## src/rtl/sch_pkg.sv

```systemverilog
// Package: command codes, return values, nonvolatile layout and timing for the supply command handler
package sch_pkg;
  // Command identifier bytes
  localparam logic [7:0] SCH_PREFIX = 8'h1E;
  localparam logic [7:0] SCH_GRP_CTL = 8'h08;
  localparam logic [7:0] SCH_GRP_SYS = 8'h09;
  localparam logic [15:0] SCH_OUTPUT_ENABLE_CMD = 16'h1C00;
  localparam logic [15:0] SCH_OUTPUT_DISABLE_CMD = 16'h1C01;
  localparam logic [15:0] SCH_PROTECT_LATCH_CLEAR_CMD = 16'h1E1F;
  localparam logic [15:0] SCH_FACTORY_RESTORE_CMD = 16'h011F;
  localparam logic [15:0] SCH_SETTINGS_SAVE_CMD = 16'h0010;
  localparam logic [15:0] SCH_VOLTAGE_SETPOINT_QUERY_CMD = 16'h1B00;
  localparam logic [15:0] SCH_CURRENT_SETPOINT_QUERY_CMD = 16'h1A00;
  // Return values
  localparam logic [15:0] SCH_RET_ONE = 16'h0001;
  localparam logic [15:0] SCH_RET_ZERO = 16'h0000;
  // Setpoint scaling: volts = mv/1000, amps = code/100
  localparam int SCH_MV_PER_VOLT = 1000;
  localparam int SCH_CODE_PER_AMP = 100;
  // Nonvolatile write hold-up time
  localparam int SCH_NV_HOLD_S = 5;
  localparam int SCH_CLK_HZ = 10000000;
  localparam int SCH_NV_HOLD_CYC = SCH_NV_HOLD_S * SCH_CLK_HZ;
  // Default settings image
  localparam logic [15:0] SCH_VSET_RST = 16'h0000;
  localparam logic [15:0] SCH_ISET_RST = 16'h0000;

  typedef struct packed {
    logic [7:0] prefix;
    logic [7:0] group;
    logic [15:0] code;
  } sch_cmd_t;

  typedef struct packed {
    logic [15:0] vset_mv;
    logic [15:0] iset_10ma;
  } sch_settings_t;

  typedef struct packed {
    logic valid;
    logic known;
    logic [15:0] value;
  } sch_reply_t;
endpackage

```

## src/rtl/sch_nv_image.sv

```systemverilog
// Nonvolatile settings image with save, factory-restore flag and power-up reload
`timescale 1ns/1ps
module sch_nv_image
  import sch_pkg::*;
#(
  parameter int HOLD_CYC = SCH_NV_HOLD_CYC
) (
  // Clock and reset
  input wire logic mclk_in,
  input wire logic reset_in,
  // Requests
  input wire logic save_in,
  input wire logic restore_in,
  input wire sch_settings_t live_in,
  // Image and state
  output sch_settings_t image_out,
  output logic image_user_out,
  output logic busy_out
);
  sch_settings_t user_q, user_d;
  logic user_valid_q, user_valid_d;
  logic [31:0] hold_q, hold_d;

  always_comb begin
    user_d = user_q;
    user_valid_d = user_valid_q;
    hold_d = (hold_q != 32'h0000_0000) ? hold_q - 32'h0000_0001 : hold_q;
    if (restore_in) begin
      user_valid_d = 1'b0;
      hold_d = 32'(HOLD_CYC);
    end else if (save_in) begin
      user_d = live_in;
      user_valid_d = 1'b1;
      hold_d = 32'(HOLD_CYC);
    end
    // Write window dies with the power; the image does not
    if (reset_in) begin
      hold_d = 32'h0000_0000;
    end
  end

  // Image survives reset_in, which models input power-up
  always_ff @(posedge mclk_in) begin
    user_q <= user_d;
    user_valid_q <= user_valid_d;
    hold_q <= hold_d;
  end

  assign image_out = user_q;
  assign image_user_out = user_valid_q;
  assign busy_out = (hold_q != 32'h0000_0000);
endmodule

```

## src/rtl/sch_handler.sv

```systemverilog
// Top: control, system and read command execution for the supply
`timescale 1ns/1ps
module sch_handler
  import sch_pkg::*;
#(
  parameter int HOLD_CYC = SCH_NV_HOLD_CYC
) (
  // Clock and reset
  input wire logic mclk_in,
  input wire logic reset_in,
  // Command from frame layer
  input wire logic cmd_valid_in,
  input wire sch_cmd_t cmd_in,
  // Live setpoints and protection state
  input wire logic [15:0] vset_live_mv_in,
  input wire logic [15:0] iset_live_10ma_in,
  input wire logic protect_trip_in,
  input wire logic remote_onoff_terminal_off_in,
  // Reply to reply builder
  output sch_reply_t reply_out,
  // Supply control
  output logic output_on_out,
  output logic protect_latched_out,
  output logic [15:0] boot_vset_mv_out,
  output logic [15:0] boot_iset_10ma_out,
  output logic boot_user_out,
  output logic nv_busy_out
);
  //--------------------------------------------------
  // Decode
  //--------------------------------------------------
  logic is_ctl;
  logic is_sys;
  logic c_on;
  logic c_off;
  logic c_clr;
  logic c_rst;
  logic c_save;
  logic c_vq;
  logic c_iq;
  logic save_p;
  logic restore_p;
  sch_settings_t live;
  sch_settings_t image;
  logic image_user;
  logic nv_busy;

  assign is_ctl = cmd_valid_in && cmd_in.prefix == SCH_PREFIX && cmd_in.group == SCH_GRP_CTL;
  assign is_sys = cmd_valid_in && cmd_in.prefix == SCH_PREFIX && cmd_in.group == SCH_GRP_SYS;
  assign c_on = is_ctl && cmd_in.code == SCH_OUTPUT_ENABLE_CMD;
  assign c_off = is_ctl && cmd_in.code == SCH_OUTPUT_DISABLE_CMD;
  assign c_clr = is_ctl && cmd_in.code == SCH_PROTECT_LATCH_CLEAR_CMD;
  assign c_rst = is_sys && cmd_in.code == SCH_FACTORY_RESTORE_CMD;
  assign c_save = is_sys && cmd_in.code == SCH_SETTINGS_SAVE_CMD;
  assign c_vq = is_sys && cmd_in.code == SCH_VOLTAGE_SETPOINT_QUERY_CMD;
  assign c_iq = is_sys && cmd_in.code == SCH_CURRENT_SETPOINT_QUERY_CMD;
  assign save_p = c_save;
  assign restore_p = c_rst;
  // Raw codes: millivolts and ten-milliamp units
  assign live.vset_mv = vset_live_mv_in;
  assign live.iset_10ma = iset_live_10ma_in;

  //--------------------------------------------------
  // Nonvolatile image
  //--------------------------------------------------
  sch_nv_image #(
    .HOLD_CYC(HOLD_CYC)
  ) u_nv (
    .mclk_in(mclk_in),
    .reset_in(reset_in),
    .save_in(save_p),
    .restore_in(restore_p),
    .live_in(live),
    .image_out(image),
    .image_user_out(image_user),
    .busy_out(nv_busy)
  );

  //--------------------------------------------------
  // Output and latch state
  //--------------------------------------------------
  logic on_q;
  logic on_d;
  logic latch_q;
  logic latch_d;
  logic out_on_q;
  logic out_on_d;

  always_comb begin
    on_d = on_q;
    latch_d = latch_q;
    if (c_off) begin
      on_d = 1'b0;
    end else if (c_on && !remote_onoff_terminal_off_in) begin
      on_d = 1'b1;
    end
    // Terminal off drops the on flag
    if (remote_onoff_terminal_off_in) begin
      on_d = 1'b0;
    end
    // Trip wins over a simultaneous clear
    if (protect_trip_in) begin
      latch_d = 1'b1;
    end else if (c_clr) begin
      latch_d = 1'b0;
    end
    // Power-up: output off, no latched stop
    if (reset_in) begin
      on_d = 1'b0;
      latch_d = 1'b0;
    end
    // Pin follows the next flags, so it lands with them
    out_on_d = on_d && !latch_d;
  end

  always_ff @(posedge mclk_in) begin
    on_q <= on_d;
    latch_q <= latch_d;
    out_on_q <= out_on_d;
  end

  //--------------------------------------------------
  // Reply
  //--------------------------------------------------
  sch_reply_t reply_q;
  sch_reply_t reply_d;

  always_comb begin
    reply_d.valid = cmd_valid_in;
    reply_d.known = c_on | c_off | c_clr | c_rst | c_save | c_vq | c_iq;
    reply_d.value = SCH_RET_ZERO;
    if (c_on || c_save) begin
      reply_d.value = SCH_RET_ONE;
    end else if (c_vq) begin
      reply_d.value = vset_live_mv_in;
    end else if (c_iq) begin
      reply_d.value = iset_live_10ma_in;
    end
    // Nothing answers during power-up
    if (reset_in) begin
      reply_d = '0;
    end
  end

  always_ff @(posedge mclk_in) begin
    reply_q <= reply_d;
  end

  //--------------------------------------------------
  // Power-up setpoints
  //--------------------------------------------------
  logic [15:0] bv_q;
  logic [15:0] bv_d;
  logic [15:0] bi_q;
  logic [15:0] bi_d;
  logic bu_q;
  logic bu_d;

  always_comb begin
    bv_d = bv_q;
    bi_d = bi_q;
    bu_d = bu_q;
    if (reset_in) begin
      // Restored or saved image applied only at power-up
      bu_d = image_user;
      bv_d = image_user ? image.vset_mv : SCH_VSET_RST;
      bi_d = image_user ? image.iset_10ma : SCH_ISET_RST;
    end
  end

  // Boot values load during reset, held thereafter
  always_ff @(posedge mclk_in) begin
    bv_q <= bv_d;
    bi_q <= bi_d;
    bu_q <= bu_d;
  end

  //--------------------------------------------------
  // Write-hold status
  //--------------------------------------------------
  logic busy_q;
  logic busy_d;

  always_comb begin
    busy_d = nv_busy;
    if (reset_in) begin
      busy_d = 1'b0;
    end
  end

  always_ff @(posedge mclk_in) begin
    busy_q <= busy_d;
  end

  //--------------------------------------------------
  // Outputs
  //--------------------------------------------------
  assign reply_out = reply_q;
  assign output_on_out = out_on_q;
  assign protect_latched_out = latch_q;
  assign boot_vset_mv_out = bv_q;
  assign boot_iset_10ma_out = bi_q;
  assign boot_user_out = bu_q;
  assign nv_busy_out = busy_q;
endmodule

```

## config.mk

```make
export PLATFORM = sky130hd
export DESIGN_NAME = sch_handler
export DESIGN_NICKNAME = d
export VERILOG_FILES = /design/src/rtl/sch_pkg.sv /design/src/rtl/sch_nv_image.sv /design/src/rtl/sch_handler.sv
export SDC_FILE = /design/constraint.sdc
export NUM_CORES = 1
export LEC_CHECK = 0
export BUFFER_PORTS_ARGS = -buffer_cell sky130_fd_sc_hd__buf_2
export CAP_MARGIN = 25
export CORE_UTILIZATION = 55
export CTS_CLUSTER_DIAMETER = 80
export DETAILED_ROUTE_END_ITERATION = 8
export PLACE_DENSITY = 0.89
export SLEW_MARGIN = 20
export SYNTH_ARGS = -nofsm -noshare
export SYNTH_HDL_FRONTEND = slang
export SYNTH_HIERARCHICAL = 1
export SYNTH_SLANG_ARGS = --single-unit
export TNS_END_PERCENT = 5
```

## constraint.sdc

```tcl
create_clock -name mclk_in -period 8.2 [get_ports mclk_in]
set_input_delay 1.23 -clock mclk_in [delete_from_list [all_inputs] [get_ports mclk_in]]
set_output_delay 1.23 -clock mclk_in [all_outputs]
set_load 0.01 [all_outputs]
```

==> results.py <==
metrics = {
    "finish": {
        "fill_cells": 573,
        "area_delta_synth_final_pct": 26.2,
        "regArea_um2": 3050,
        "final_core_util": 0.716,
        "drive_gt1_frac": 0.333,
        "nets": 601,
        "multi_input_area_um2": 1780,
    },
    "timing": {
        "tightest_slew_ns": 0.986,
        "fin_skew_ns": 0.00641,
        "grt_setup_unrepaired": "no",
        "final_max_slew_viol_count": 0,
        "finalHoldViolCount": 0,
        "fin_crit_sh": 0.452,
        "whs_ns": 0.480,
        "setup_violations": 0,
        "min_period_ns": 3.71,
        "max_slew_margin": 0.336,
        "max_freq_ghz": 0.270,
        "final.setup.tns_ns": 0,
    },
    "worst_setup_path": {
        "r2r.worst_path.cells": 5,
        "r2r-end": "u_nv/hold_q[17]",
        "reg2reg_slack_ns": 5.28,
        "path_class": "input port to flip-flop",
        "reg2reg_from": "u_nv/hold_q[25]",
        "worstPathRequired_ns": 8.60,
        "start_kind": "input port",
        "critPathArrivalTime_ns": 4.11,
        "endpoint_kind": "flip-flop",
        "critical_path.max_fanout": 18,
    },
    "global_route": {
        "grt.busiest_layer": "met2",
        "gr-usage-met2": 0.462,
        "grt_pass1_wl_um": 19300,
        "grt_max_degree": 55,
        "overflow": 0,
        "grt_pass1_vias": 3980,
        "grt_use_met1": 0.303,
        "gr-usage-all-layers": 0.266,
        "met3_usage": 0.0672,
        "antenna_found_initial": 1,
    },
    "power_and_ir_drop": {
        "p_leak_nw": 2.55,
        "peakVddDrop_v": 0.000300,
        "pwr_density_cell_nw_per_um2": 362,
    },
    "worst_hold_path": {
        "min_from": "u_nv/hold_q[31]",
        "hp-class": "flip-flop to flip-flop",
        "hold_path_depth": 2,
        "hold_end": "u_nv/hold_q[31]",
    },
    "clocking": {
        "clock_path_buffers": 2,
        "cts_resized": 0,
        "cts_tree": "done",
        "cts.sinks": 120,
        "cts_buffers": 17,
        "post_cts_buffers": 0,
        "worstSkewPairLatency_ns": 0.51,
        "ctsHoldBuffers": 0,
        "cts-htree-levels": 4,
        "cts_root_buf": "clkbuf_8",
        "clk_pin_slew_ns": 0.06,
    },
    "logic_synthesis": {
        "async_flop_share": 0,
        "netlist_instances": 404,
        "synth_area_leader_cell": "edfxtp_1",
        "synth.area.top_cells": "edfxtp_1 40%, dfxtp_1 22%, and2_1 4.1%, mux2i_1 3.5%, or3_1 2.8%",
        "synth.distinct_cells": 58,
        "syn_nets": 475,
        "synth_most_common_cell": "edfxtp_1",
        "synth-seq-cells": 120,
        "syn_area_per_cell_um2": 12.2,
        "synth_area_um2": 4920,
        "ys_seq_area_frac": 0.620,
        "synthTopCellsByCount": "65 x edfxtp_1, 55 x dfxtp_1, 34 x nor2_1",
        "yosys_most_used_dff": "edfxtp_1",
        "yosys_warnings": 6,
        "synth_top_area_share": 0.396,
        "synth_edf_count": 65,
    },
    "drt": {
        "detail_route.first_pass.iterations": 5,
        "viasPerCell": 6.03,
        "vias": 3932,
        "wl_um": 12000,
        "postRouteAntennaNets": 0,
        "drtIter0Drc": 371,
        "wl_per_cell_um": 18.5,
        "drc": 0,
    },
    "flow_run": {
        "max_cap_viol_count": 0,
    },
    "floorplan": {
        "die_y_um": 96.6,
        "row_count": 34,
        "core_region_area_um2": 8680,
        "start_util": 0.567,
        "die_area_um2": 9330,
        "pin_count": 123,
        "die_w_um": 96.6,
    },
    "placed_design": {
        "port_buffers": 122,
        "routabilityCongestion": 0.898,
        "dp_hpwl_um": 7960,
    },
    "outcome": {
        "outcome": "finished, final reports clean",
    },
}
==> per-layer routing <==
metal	vias up	wire length [um]
li1	1786	-
met1	1887	4630
met2	215	6130
met3	44	865
met4	0	417
met5	-	0
==> worst max path at each step <==
stage / startpoint / to / slack, ns / cells after the start
4_1_cts: cmd_in[13] / u_nv/hold_q[26] / 4.60 / 9
2_1_floorplan: cmd_in[13] / u_nv/image_out[0] / 3.75 / 5
5_1_grt: cmd_in[13] / u_nv/hold_q[26] / 4.28 / 9
6_report: cmd_in[13] / u_nv/hold_q[26] / 4.49 / 9
3_3_place_gp: cmd_in[13] / u_nv/hold_q[26] / 4.25 / 9
3_5_place_dp: cmd_in[13] / u_nv/hold_q[26] / 4.13 / 9
==> flip-flops by register name (all words and copies together), names as in the netlist <==
| register | cells |
|---|---|
| boot_iset_10ma_out | 16 |
| boot_user_out | 1 |
| boot_vset_mv_out | 16 |
| nv_busy_out | 1 |
| on_q | 1 |
| output_on_out | 1 |
| protect_latched_out | 1 |
| reply_out | 18 |
| u_nv/hold_q | 32 |
| u_nv/image_out | 32 |
| u_nv/image_user_out | 1 |
==> cell usage in the layout, fill, tap and decap left out, types with 3 or more instances in the layout <==
| master | synthesis | routed |
|---|---|---|
| nand4_1 | 4 | 4 |
| o31ai_1 | 7 | 7 |
| and2_1 | 32 | 32 |
| or4_1 | 8 | 8 |
| nand3_1 | 5 | 5 |
| nor4_1 | 10 | 10 |
| o21ai_0 | 10 | 10 |
| a211oi_1 | 3 | 3 |
| clkbuf_16 | 0 | 16 |
| a21oi_1 | 17 | 17 |
| or3_1 | 22 | 22 |
| nor2_1 | 34 | 34 |
| nor2b_1 | 5 | 4 |
| a31oi_1 | 6 | 6 |
| nor3_1 | 14 | 14 |
| nand2b_1 | 4 | 4 |
| bufinv_16 | 0 | 3 |
| or4_4 | 4 | 4 |
| inv_1 | 6 | 6 |
| buf_2 | 3 | 122 |
| mux2i_1 | 17 | 17 |
| clkinv_4 | 0 | 4 |
| edfxtp_1 | 65 | 65 |
| or2_2 | 7 | 7 |
| dfxtp_1 | 55 | 55 |
| nand2_1 | 8 | 8 |
| xnor2_1 | 6 | 6 |
| clkinvlp_4 | 0 | 4 |
==> stage by stage <==
step	setup slack (ns)	instance area, um^2	cells	power, mW
after floorplan	3.75	4920	404	1.35
after global placement	4.25	5600	619	1.43
after detailed placement	4.13	5600	619	1.47
after CTS	4.60	6210	651	2.24
after global routing	4.28	6210	651	2.35
final	4.49	6210	652	2.25
==> critical path: stages <==
cell     delay [ns]
buf_2          0.10
nor4b_2        0.29
nand4_2        0.22
or3_2          0.51
nor3_1         0.47
nor2_1         0.35
nand2_1        0.57
nor2_1         0.09
a31o_2         0.27
==> kinds of logic after synthesis <==
kind of cell,share of synthesized area
AND/OR/NAND/NOR,0.223
AO/OA/AOI/OAI,0.0813
buffers and inverters,0.0208
adder cells (fa/ha/maj),0.00508
multiplexers,0.0368
flip-flops,0.620
XOR/XNOR,0.0125
==> final cells by class <==
type	count	area share
antenna	1	0.000403
clock buffer	19	0.0695
clock inverter	13	0.0278
inverter	6	0.00363
multi-input combinational	262	0.286
sequential	120	0.492
tap	108	0.0218
timing repair buffer	123	0.0995
==> report_power, final <==
group	leakage, nW	total, mW	internal, mW	switching, mW
sequential	1.08	0.771	0.704	0.0664
combinational	1.19	0.728	0.283	0.445
clock	0.281	0.751	0.474	0.277
total	2.55	2.25	1.46	0.788
(Power assumes the default switching activity.)
